[src/core/rxf_pkg.sv]
package rxf_pkg;

  // ****************************************
  // Register select and field positions
  // ****************************************
  localparam logic [5:0]  CTRL_SEL      = 6'h02;
  localparam int unsigned BIT_ERR       = 15;
  localparam int unsigned BIT_SHORT     = 14;
  localparam int unsigned BIT_BCAST     = 13;
  localparam int unsigned BIT_PHYS      = 12;
  localparam int unsigned BIT_MCAST     = 11;
  localparam int unsigned BIT_LOOP_HI   = 10;
  localparam int unsigned BIT_LOOP_LO   = 9;
  localparam int unsigned BIT_MCAST_RX  = 8;
  localparam int unsigned BIT_BCAST_RX  = 7;
  localparam int unsigned BIT_FINAL     = 6;
  localparam int unsigned BIT_CARRIER   = 5;
  localparam int unsigned BIT_COLL      = 4;
  localparam int unsigned BIT_CRC       = 3;
  localparam int unsigned BIT_FRAMING   = 2;
  localparam int unsigned BIT_LOOPED    = 1;
  localparam int unsigned BIT_GOOD      = 0;

  // ****************************************
  // Reset value and masks
  // ****************************************
  localparam logic [15:0] CTRL_RESET    = 16'h0000;
  localparam logic [15:0] CTRL_WMASK    = 16'hFE00;
  localparam logic [15:0] CTRL_NEXT_CLR = 16'h01CF;
  localparam logic [15:0] RDATA_IDLE    = 16'h0000;

  // ****************************************
  // Transmit FIFO levels in words
  // ****************************************
  localparam logic [4:0]  TX_LVL_0      = 5'h04;
  localparam logic [4:0]  TX_LVL_1      = 5'h08;
  localparam logic [4:0]  TX_LVL_2      = 5'h0C;
  localparam logic [4:0]  TX_LVL_3      = 5'h0E;
  localparam logic [4:0]  TX_FIFO_WORDS = 5'h10;
  localparam logic [4:0]  COUNT_ZERO    = 5'h00;
  localparam logic [4:0]  COUNT_ONE     = 5'h01;

  // ****************************************
  // Carriers and states
  // ****************************************
  typedef struct packed {
    logic dest_match;
    logic dest_broadcast;
    logic dest_multicast;
    logic checksum_fault;
    logic framing_fault;
    logic short_frame;
    logic collision;
    logic looped;
    logic final_frame_in_area;
  } rx_frame_info_type;

  typedef struct packed {
    logic [1:0] tx_fifo_level_code;
    logic       dma_burst_mode_select;
  } tx_dma_cfg_type;

  typedef enum logic [2:0] {
    PACE_IDLE  = 3'b001,
    PACE_REQ   = 3'b010,
    PACE_BURST = 3'b100
  } pace_state_type;

  typedef enum logic [1:0] {
    RX_IDLE = 2'b01,
    RX_BUSY = 2'b10
  } rx_state_type;

endpackage

[src/core/rx_filter_top.sv]
// Summary of operation
// - Request the bus when transmit FIFO words fall below the threshold.
// - Two-bit level code picks 4, 8, 12 or 14 words.
// - In block mode one burst reads the threshold amount.
// - If less room than threshold, burst reads only enough to fill.
// - Writing ones to bits 15 to 11 enables the matching filter.
// - All filters off means only address table matches are accepted.
// - Bits 10 and 9 select loopback operation.
// - Status bits 8-6 and 4-0 set for the accepted frame; bit 5 follows carrier; all read-only.
// - Whole control register copied to descriptor status of accepted frame.
// - Next frame clears bits 8-6 and 3-0, not carrier or collision.
// - Software reset leaves the control register unchanged.
// - Error bit clear rejects checksum or collision frames; set accepts.
// - Short-frame bit set accepts frames below 64 bytes.
// - Hardware reset clears the short-frame bit.
// - Broadcast bit set accepts broadcasts plus table matches.
// - Hardware reset clears the broadcast bit.
// - Promiscuous bit accepts all individual destination frames.
// - All-multicast bit accepts every multicast frame.
// - All-multicast bit also accepts broadcasts regardless of broadcast bit.
// - Empty/fill mode keeps transferring until transmit FIFO is full.
// - Multicast seen bit set for accepted multicast frames.
// - Good bit set only without checksum, framing, short or collision.
// - Framing bit only with checksum fault; else checksum bit alone.
`timescale 1ns/1ps
module rx_filter_top (
  input  wire logic                       mclk_i,              // System clock
  input  wire logic                       rst_n_i,             // Hardware reset, low
  input  wire logic                       sw_reset_i,          // Software reset
  input  wire logic [5:0]                 reg_sel_i,           // Register select lines
  input  wire logic                       reg_cs_i,            // Register port select
  input  wire logic                       reg_wr_i,            // Write strobe
  input  wire logic                       reg_rd_i,            // Read strobe
  input  wire logic [15:0]                reg_wdata_i,         // Write data
  output logic [15:0]                     reg_rdata_o,         // Read data
  input  wire logic                       frame_start_i,       // Next frame begins
  input  wire logic                       frame_end_i,         // Frame complete
  input  wire rxf_pkg::rx_frame_info_type frame_info_i,        // Frame facts at end
  input  wire logic                       carrier_i,           // Carrier activity
  output logic                            frame_accept_o,      // Frame accepted pulse
  output logic                            frame_reject_o,      // Frame rejected pulse
  output logic                            desc_status_valid_o, // Descriptor word valid
  output logic [15:0]                     desc_status_o,       // Descriptor status word
  output logic [1:0]                      loop_select_o,       // Loopback select
  input  wire rxf_pkg::tx_dma_cfg_type    tx_cfg_i,            // Transmit DMA setup
  input  wire logic [4:0]                 tx_fifo_words_i,     // Transmit FIFO words
  input  wire logic                       dma_grant_i,         // Bus granted
  input  wire logic                       dma_read_done_i,     // Word read done
  output logic                            dma_bus_req_o,       // Bus request
  output logic [4:0]                      dma_burst_left_o     // Reads left
);

  // ****************************************
  // State
  // ****************************************
  typedef struct packed {
    rxf_pkg::rx_state_type rx_state;
    logic [15:0]           ctrl;
    logic                  accept;
    logic                  reject;
    logic                  desc_valid;
    logic [15:0]           desc;
    logic [15:0]           rdata;
  } top_regs_type;

  top_regs_type s_q;
  top_regs_type s_d;

  logic reg_hit;
  logic wr_hit;
  logic rd_hit;
  logic err_ok;
  logic short_ok;
  logic addr_ok;
  logic take;
  logic loop_on;
  logic good;
  logic [15:0] status_set;

  // ****************************************
  // Register port decode
  // ****************************************
  always_comb begin
    reg_hit = reg_cs_i && (reg_sel_i == rxf_pkg::CTRL_SEL);
    wr_hit  = reg_hit && reg_wr_i;
    rd_hit  = reg_hit && reg_rd_i;
  end

  // ****************************************
  // Acceptance decision
  // ****************************************
  always_comb begin
    err_ok = s_q.ctrl[rxf_pkg::BIT_ERR] ||
             !(frame_info_i.checksum_fault || frame_info_i.collision);
    short_ok = s_q.ctrl[rxf_pkg::BIT_SHORT] ||
               !frame_info_i.short_frame;
    addr_ok = frame_info_i.dest_match;
    if (s_q.ctrl[rxf_pkg::BIT_BCAST] && frame_info_i.dest_broadcast) begin
      addr_ok = 1'b1;
    end
    if (s_q.ctrl[rxf_pkg::BIT_PHYS] && !frame_info_i.dest_multicast) begin
      addr_ok = 1'b1;
    end
    if (s_q.ctrl[rxf_pkg::BIT_MCAST] &&
        (frame_info_i.dest_multicast || frame_info_i.dest_broadcast)) begin
      addr_ok = 1'b1;
    end
    if (s_q.ctrl[rxf_pkg::BIT_ERR] &&
        (frame_info_i.checksum_fault || frame_info_i.collision) &&
        frame_info_i.dest_match) begin
      addr_ok = 1'b1;
    end
    take = addr_ok && err_ok && short_ok;
  end

  // ****************************************
  // Status bits for the finished frame
  // ****************************************
  always_comb begin
    loop_on = s_q.ctrl[rxf_pkg::BIT_LOOP_HI] ||
              s_q.ctrl[rxf_pkg::BIT_LOOP_LO];
    good = !frame_info_i.checksum_fault &&
           !frame_info_i.framing_fault &&
           !frame_info_i.short_frame &&
           !frame_info_i.collision;
    status_set = 16'h0000;
    status_set[rxf_pkg::BIT_MCAST_RX] = frame_info_i.dest_multicast;
    status_set[rxf_pkg::BIT_BCAST_RX] = frame_info_i.dest_broadcast;
    status_set[rxf_pkg::BIT_FINAL]   = frame_info_i.final_frame_in_area;
    status_set[rxf_pkg::BIT_COLL]    = frame_info_i.collision;
    status_set[rxf_pkg::BIT_CRC]     = frame_info_i.checksum_fault &&
                                       !frame_info_i.framing_fault;
    status_set[rxf_pkg::BIT_FRAMING] = frame_info_i.checksum_fault &&
                                       frame_info_i.framing_fault;
    status_set[rxf_pkg::BIT_LOOPED]  = frame_info_i.looped && loop_on && good;
    status_set[rxf_pkg::BIT_GOOD]    = good;
  end

  // ****************************************
  // Next state
  // ****************************************
  always_comb begin
    s_d            = s_q;
    s_d.accept     = 1'b0;
    s_d.reject     = 1'b0;
    s_d.desc_valid = 1'b0;

    // Frame tracking
    case (s_q.rx_state)
      rxf_pkg::RX_IDLE: begin
        if (frame_start_i && !frame_end_i) begin
          s_d.rx_state = rxf_pkg::RX_BUSY;
        end
      end
      rxf_pkg::RX_BUSY: begin
        if (frame_end_i && !frame_start_i) begin
          s_d.rx_state = rxf_pkg::RX_IDLE;
        end
      end
      default: begin
        s_d.rx_state = rxf_pkg::RX_IDLE;
      end
    endcase

    // Software writes only the filter and loopback bits
    if (wr_hit) begin
      s_d.ctrl = (s_q.ctrl & ~rxf_pkg::CTRL_WMASK) |
                 (reg_wdata_i & rxf_pkg::CTRL_WMASK);
    end

    // Next frame clears the per-frame status
    if (frame_start_i) begin
      s_d.ctrl = s_d.ctrl & ~rxf_pkg::CTRL_NEXT_CLR;
    end

    // Live carrier activity
    s_d.ctrl[rxf_pkg::BIT_CARRIER] = carrier_i;

    // Accepted frame sets status; set wins over the start clear
    if (frame_end_i) begin
      if (take) begin
        s_d.ctrl[8:0]  = (s_d.ctrl[8:0] & ~rxf_pkg::CTRL_NEXT_CLR[8:0]) |
                         status_set[8:0];
        s_d.ctrl[rxf_pkg::BIT_COLL] = frame_info_i.collision;
        s_d.accept     = 1'b1;
        s_d.desc_valid = 1'b1;
        s_d.desc       = s_d.ctrl;
      end else begin
        s_d.reject = 1'b1;
      end
    end

    // Registered read answer
    if (rd_hit) begin
      s_d.rdata = s_q.ctrl;
    end else begin
      s_d.rdata = rxf_pkg::RDATA_IDLE;
    end
  end

  // ****************************************
  // Registers
  // ****************************************
  always_ff @(posedge mclk_i or negedge rst_n_i) begin
    if (!rst_n_i) begin
      s_q.rx_state   <= rxf_pkg::RX_IDLE;
      s_q.ctrl       <= rxf_pkg::CTRL_RESET;
      s_q.accept     <= 1'b0;
      s_q.reject     <= 1'b0;
      s_q.desc_valid <= 1'b0;
      s_q.desc       <= 16'h0000;
      s_q.rdata      <= 16'h0000;
    end else begin
      s_q <= s_d;
    end
  end

  // ****************************************
  // Transmit DMA pacing
  // ****************************************
  tx_dma_pacer u_pacer (
    .mclk_i       (mclk_i),
    .rst_n_i      (rst_n_i),
    .sw_reset_i   (sw_reset_i),
    .cfg_i        (tx_cfg_i),
    .fifo_words_i (tx_fifo_words_i),
    .grant_i      (dma_grant_i),
    .read_done_i  (dma_read_done_i),
    .bus_req_o    (dma_bus_req_o),
    .burst_left_o (dma_burst_left_o)
  );

  // ****************************************
  // Outputs
  // ****************************************
  assign reg_rdata_o         = s_q.rdata;
  assign frame_accept_o      = s_q.accept;
  assign frame_reject_o      = s_q.reject;
  assign desc_status_valid_o = s_q.desc_valid;
  assign desc_status_o       = s_q.desc;
  assign loop_select_o       = s_q.ctrl[10:9];

endmodule

[src/core/tx_dma_pacer.sv]
`timescale 1ns/1ps
module tx_dma_pacer (
  input  wire logic                    mclk_i,       // System clock
  input  wire logic                    rst_n_i,      // Async reset, low
  input  wire logic                    sw_reset_i,   // Software reset
  input  wire rxf_pkg::tx_dma_cfg_type cfg_i,        // Level code, burst mode
  input  wire logic [4:0]              fifo_words_i, // Words held in FIFO
  input  wire logic                    grant_i,      // Bus granted
  input  wire logic                    read_done_i,  // One word read done
  output logic                         bus_req_o,    // Bus request
  output logic [4:0]                   burst_left_o  // Reads left in burst
);

  typedef struct packed {
    rxf_pkg::pace_state_type state;
    logic [4:0]              left;
    logic                    req;
  } pace_regs_type;

  pace_regs_type r_q;
  pace_regs_type r_d;
  logic [4:0]    level;
  logic [4:0]    room;

  // ****************************************
  // Level decode and burst size
  // ****************************************
  always_comb begin
    case (cfg_i.tx_fifo_level_code)
      2'b00:   level = rxf_pkg::TX_LVL_0;
      2'b01:   level = rxf_pkg::TX_LVL_1;
      2'b10:   level = rxf_pkg::TX_LVL_2;
      default: level = rxf_pkg::TX_LVL_3;
    endcase
    room = rxf_pkg::TX_FIFO_WORDS - fifo_words_i;
  end

  // ****************************************
  // Request and burst sequencing
  // ****************************************
  always_comb begin
    r_d = r_q;
    case (r_q.state)
      rxf_pkg::PACE_IDLE: begin
        if (fifo_words_i < level) begin
          r_d.req   = 1'b1;
          r_d.state = rxf_pkg::PACE_REQ;
        end
      end
      rxf_pkg::PACE_REQ: begin
        if (grant_i) begin
          if (cfg_i.dma_burst_mode_select && (room > level)) begin
            r_d.left = level;
          end else begin
            r_d.left = room;
          end
          r_d.state = rxf_pkg::PACE_BURST;
        end
      end
      rxf_pkg::PACE_BURST: begin
        if (read_done_i || (r_q.left == rxf_pkg::COUNT_ZERO)) begin
          if (r_q.left <= rxf_pkg::COUNT_ONE) begin
            r_d.left  = rxf_pkg::COUNT_ZERO;
            r_d.req   = 1'b0;
            r_d.state = rxf_pkg::PACE_IDLE;
          end else begin
            r_d.left = r_q.left - rxf_pkg::COUNT_ONE;
          end
        end
      end
      default: begin
        r_d.state = rxf_pkg::PACE_IDLE;
        r_d.req   = 1'b0;
      end
    endcase
    if (sw_reset_i) begin
      r_d.state = rxf_pkg::PACE_IDLE;
      r_d.left  = rxf_pkg::COUNT_ZERO;
      r_d.req   = 1'b0;
    end
  end

  always_ff @(posedge mclk_i or negedge rst_n_i) begin
    if (!rst_n_i) begin
      r_q.state <= rxf_pkg::PACE_IDLE;
      r_q.left  <= 5'h00;
      r_q.req   <= 1'b0;
    end else begin
      r_q <= r_d;
    end
  end

  assign bus_req_o    = r_q.req;
  assign burst_left_o = r_q.left;

endmodule

[config.mk]
export PLATFORM = sky130hd
export DESIGN_NAME = rx_filter_top
export DESIGN_NICKNAME = d
export VERILOG_FILES = /design/src/core/rxf_pkg.sv /design/src/core/rx_filter_top.sv /design/src/core/tx_dma_pacer.sv
export SDC_FILE = /design/constraint.sdc
export NUM_CORES = 1
export LEC_CHECK = 0
export ABC_AREA = 1
export BUFFER_PORTS_ARGS = -buffer_cell sky130_fd_sc_hd__buf_2
export CORE_ASPECT_RATIO = 1.1
export CORE_MARGIN = 10
export CORE_UTILIZATION = 52
export DETAILED_ROUTE_END_ITERATION = 6
export GPL_TIMING_DRIVEN = 0
export PLACE_DENSITY = 0.81
export SLEW_MARGIN = 20
export SYNTH_ARGS = -nofsm -noshare
export SYNTH_HDL_FRONTEND = slang
export SYNTH_HIERARCHICAL = 1
export SYNTH_SLANG_ARGS = --single-unit
[constraint.sdc]
create_clock -name mclk_i -period 1.62 [get_ports mclk_i]
set_clock_uncertainty 0.15 [all_clocks]
set_input_delay 0.324 -clock mclk_i [delete_from_list [all_inputs] [get_ports mclk_i]]
set_output_delay 0.324 -clock mclk_i [all_outputs]
set_load 0.02 [all_outputs]
Word level (Yosys, flattened, before mapping):

Index checks and enable logic that the tools add are counted.
Widths: inputs -> output; s select.

* word-level logic and storage cells: 88
* register bits after elaboration: 60
* input port bits: 50
* output and inout port bits: 43

* magnitude comparators: 3
* add/subtract/negate cells: 2
* eq/ne operators: 11
* reductions and logical operators: 37
* bitwise gates (word level): 2
* muxes and demuxes: 24

Operator list (count)
* $mux 16: 2
* $mux 28: 1
* $mux 9: 3
* $logic_and 1x1->1: 18
* $mux 17: 1
* $or 9x16->16: 1
* $pmux 4 s3: 1
* $mux 10: 1
* $mux 5: 2
* $pmux 5 s2: 1
* $ne 3x2->1 const B: 3
* $or 6x9->9: 1
* $pmux 3 s3: 1
* $mux 8: 1
* $reduce_and 4->1: 2
* $mux 1: 7
* $eq 6x2->1 const B: 1
* $logic_not 1->1: 6
* $logic_or 1x1->1: 6
* $mux 3: 2
* $gt 5x4->1: 1
* $le 5x1->1 const B: 1
* $logic_not 5->1: 1
* $lt 5x4->1: 1
* other kinds (14): 14

Depth between registers and ports, before layout:

* depth in word-level cells: 9
* mapped depth: 14
* mapped depth without buffers: 14

Modules after synthesis:

Netlist, hierarchy kept.

Modules (own cells, without submodules)
* rx_filter_top: instances 1, sequential area each 1251.2 um^2, cells each 243, area an instance 2204.6 um^2
* tx_dma_pacer: instances 1, sequential area each 226.5 um^2, cells each 149, area an instance 1041.0 um^2

Least setup slack after synthesis:

OpenSTA, ideal clock, no wires.

* path kind: input -> register
* from: in tx_fifo_words_i[0]
* to: reg u_pacer.r_q (netlist bit u_pacer/burst_left_o[3])
* data arrival time: 1.563 ns
* buffers on the path: 0
* data required time: 1.354 ns
* library setup time: 0.116 ns
* stages on the path: 13
* path slack: -0.210 ns
* path through: inv_1 ha_1 xnor2_1 ha_1 nand3_1 nand2_1 nand2_1 nand2_1 nand2_1 nand2_1 nand3_1 nand2_1 nand2_1

* word-level cells in the longest chain between the ends: 7

Ends and longest elaborated chain
* start: declaration: RTL line rx_filter_top.sv:46 `input wire logic [4:0] tx_fifo_words_i,`
* $sub 5x5->5 (*): RTL line tx_dma_pacer.sv:35 `room = rxf_pkg::TX_FIFO_WORDS - fifo_words_i;`
* $gt 5x4->1: RTL line tx_dma_pacer.sv:52 `if (cfg_i.dma_burst_mode_select && (room > level)) begin`
* $logic_and 1x1->1: RTL line tx_dma_pacer.sv:52
* $mux 5 (*): RTL line tx_dma_pacer.sv:52
* $mux 8 (*): RTL line tx_dma_pacer.sv:51 `if (grant_i) begin`
* $pmux 5 s2 (*): RTL line tx_dma_pacer.sv:43 `case (r_q.state)`
* $mux 9 (*): RTL line tx_dma_pacer.sv:76 `if (sw_reset_i) begin`
* end signal: assignment: RTL line tx_dma_pacer.sv:89 `r_q <= r_d;`
* end: declaration: RTL line tx_dma_pacer.sv:20 `pace_regs_type r_q;`

Every way passes the cells marked *; elsewhere a longest branch is shown, timed or not. The select of a mux whose other input is x is not followed.
A chain may end at the register's enable or synchronous reset.

Final worst setup path:

* from: in tx_fifo_words_i[0]
* to: reg u_pacer.r_q (netlist bit u_pacer/burst_left_o[2])

The elaborated chain is that of the path after synthesis.

==> impl_results.md <==
* Worst hold margin at around 86 ps
* RSZ-0062 raised after global routing: true
* Initial core utilization at approximately 53%
* Post-DRT Antenna Nets at 0
* Chip height at between 100 and 150 um
* WS Path Type: in -> reg
* CP arrival at 1830 ps
* Yosys top cell by area: dfrtp_1
* Largest net degree at the start of global routing at 60
* Worst-path clk slew at around 70 ps
* Vias at 2729
* Pwr dens at between 1000 and 1500 nW/um2
* Commonest non-fill, non-tap cells in the layout: 112 x nand2_1, 81 x buf_2, 58 x dfrtp_1, 45 x buf_4, 42 x inv_1
* Hold Fails Final Rpt at 0
* Failing checks: negative setup slack
* Area of the mapped netlist at ~3200 um2
* Worst-Skew Late Latency at around 330 ps
* DR vias/cell at around 4.8
* Synth cell types at 31
* Worst relative slew slack at between 50 and 60%
* Vias in the first global route at about 2800
* Die area at just under 10000 um2
* Worst slew pin tran at 742 ps
* Row count at 30
* Tot Pwr at roughly 4.4 mW
* GRT Total Usage at approximately 16%
* GRT met1 Usage at 16.6%
* Pleak at ~2.4 nW
* Post-synthesis register bit count at between 50 and 60
* Startpoint types: input pin
* CP endpoint kind: register
* Area after DPL at approximately 3800 um2
* Nets at about 550
* Multi-input gate area at ~1300 um2
* Met3 Use GR at roughly 5.9%
* YS warnings at 6
* Placed Cells at 554
* Drt first pass iters at 4
* Net Sw Frac at 31.4%
* Commonest non-fill, non-tap cell in the layout: nand2_1
* Max Cap Violations at 0
* Pint at around 3 mW
* Worst vdd ir at 0.778 mV
* Final worst slack at -88.5 ps
* Post-route DRC at 0
* PortBufs at a little over 80
* Status: finished, violations left
* Synth Instances at roughly 400
* Iter 0 DRT Violations at around 160
* Crit-path max FO at 4
* Max Clk Rate at approximately 0.6 GHz
* H-tree levels at 3
* Sequential Power Share at between 40% and 50%
* Die W at approximately 95 um
* Diode count at 0
* Dominant cells by area after synthesis: dfrtp_1 45%, nand2_1 13%, buf_4 9.3%, inv_1 5.2%, nor2_1 3.7%
* Required time of the worst setup path at 1740 ps
* Post-synth top area share at 44.7%
* Layout cells sized above 1 at slightly below 40%
* First-pass GRT wire length at between 10000 and 15000 um
* Root Buffer: clkbuf_8
* I/O Pins at 93
* Non-Filler Instances at 574
* Register area share after synthesis at between 40% and 50%
* Combinational share of power at between 20% and 30%
* Syn Nets at 451
* Post-Route WL at around 7500 um
* Minimum clock period at about 1700 ps
* Flip-flop and latch area at 1480 um2
* TritonCTS buffer count at 9
* CTS Buffer Depth at 2
* Grt peak-use layer: met2
* Clk sink count at 59
* Hold/Removal Path Class: in -> reg
* Final worst-path cycle share at 105%
* DP HPWL at ~6000 um
* Final global-route overflow total at 0
* Avg WL per Cell at between 10 and 15 um
* Fill cells at ~500
* Met2 usage at 28.6%
* Design area at 4100 um2
* TritonCTS clock tree: done
* Area Growth Syn to Fin at 26.3%
* Avg Cell Area, Syn at 8.28 um2
* RD Place Congestion at between 0.8 and 0.9
* Clock share of power at between 30% and 40%
* Initial antenna violation count at 0
* # setup viols final at 4
* Net Sw Power at 1.38 mW
* Max-slew violations at 0
* Core footprint at just over 6000 um2
-- worst paths after layout --
kind                                    startpoint                 endpoint  slack [ps]  depth (start not counted)
worst min register to register             s_q[40]           reg_rdata_o[5]         320                          2
min in group asynchronous                  rst_n_i  u_pacer/burst_left_o[3]         430                          2
worst max register to register      u_pacer/r_q[6]  u_pacer/burst_left_o[4]          60                          9
worst min-delay path               frame_info_i[0]         desc_status_o[6]          90                          3
max in group asynchronous                  rst_n_i                  s_q[48]         380                          2
worst max-delay path            tx_fifo_words_i[0]  u_pacer/burst_left_o[2]         -90                         13
-- cell type report --
| cell class | count | share of cell area (%) |
|---|---|---|
| plain buffers | 45 | 8.06 |
| inverters | 54 | 5.10 |
| clock inverters | 5 | 1.89 |
| well taps | 80 | 2.44 |
| repair buffers | 87 | 11.6 |
| multi-input cells | 234 | 31.5 |
| clock buffers | 10 | 3.36 |
| flip-flops and latches | 59 | 36.1 |
-- power groups by stage --
stage	clock (mW)	combinational, mW	sequential [mW]
after floorplan	0	0.827	1.77
after global placement	0	1.12	1.77
after detailed placement	0	1.15	1.78
after CTS	1.48	1.18	1.76
after global routing	1.56	1.32	1.78
final	1.46	1.17	1.76
-- sequential cells by signal (all words and copies together), names as in the netlist, 2 cells and up --
register / count
desc_status_o: 16
reg_rdata_o: 16
s_q: 14
u_pacer/burst_left_o: 5
u_pacer/r_q: 3
loop_select_o: 2
-- critical path, stage by stage --
cell,delay [ps]
buf_8,100
nor3_4,210
xnor2_2,140
ha_1,290
a21oi_2,160
nand2_1,80
nand2_1,80
nand2_2,80
nand2_2,110
nand2_1,60
nand3_1,80
nand2_1,60
nand2_1,50
-- cells by family after synthesis --
| family | synth area share [%] |
|---|---|
| flops | 45.5 |
| fa+ha+maj | 3.47 |
| buf+inv | 16.6 |
| compound gates | 1.93 |
| xor+xnor | 1.08 |
| simple gates | 31.4 |
-- per-layer routing --
metal | share of wire [%] | wire length, um | vias to the layer above
met5 | 0 | 0 | -
met1 | 37 | 2780 | 1271
met4 | 1.7 | 127 | 0
met3 | 8.2 | 614 | 8
li1 | - | - | 1364
met2 | 53 | 3980 | 86
-- metrics by stage --
stage,worst slack (ps),TNS [ps],util (%)
2_1_floorplan,-95.8,-364,-
3_3_place_gp,-376,-3540,62.0
3_5_place_dp,-465,-2390,62.0
4_1_cts,-44.6,-117,66.8
5_1_grt,-115,-492,67.0
6_report,-88.5,-295,67.0
-- Yosys cell counts (all sizes together) --
cell,number
dfrtp,58
inv,53
a21oi,2
nand3b,1
a21boi,1
clkinv,1
nor3,1
ha,9
clkbuf,1
xor2,1
dfstp,1
nand3,30
xnor2,3
nand4,13
nor2,42
nand2,122
buf,44
o21ai,9
-- what timing repair did --
item                       CTS  global route
resized for setup            9             4
buffers inserted             3             0
pin swaps                   16            11
setup endpoints to repair    5             7
cloned                       0             0
hold endpoints to repair    59             0
hold buffers                 2             0
Note: power is estimated with default switching activity, not from simulation.
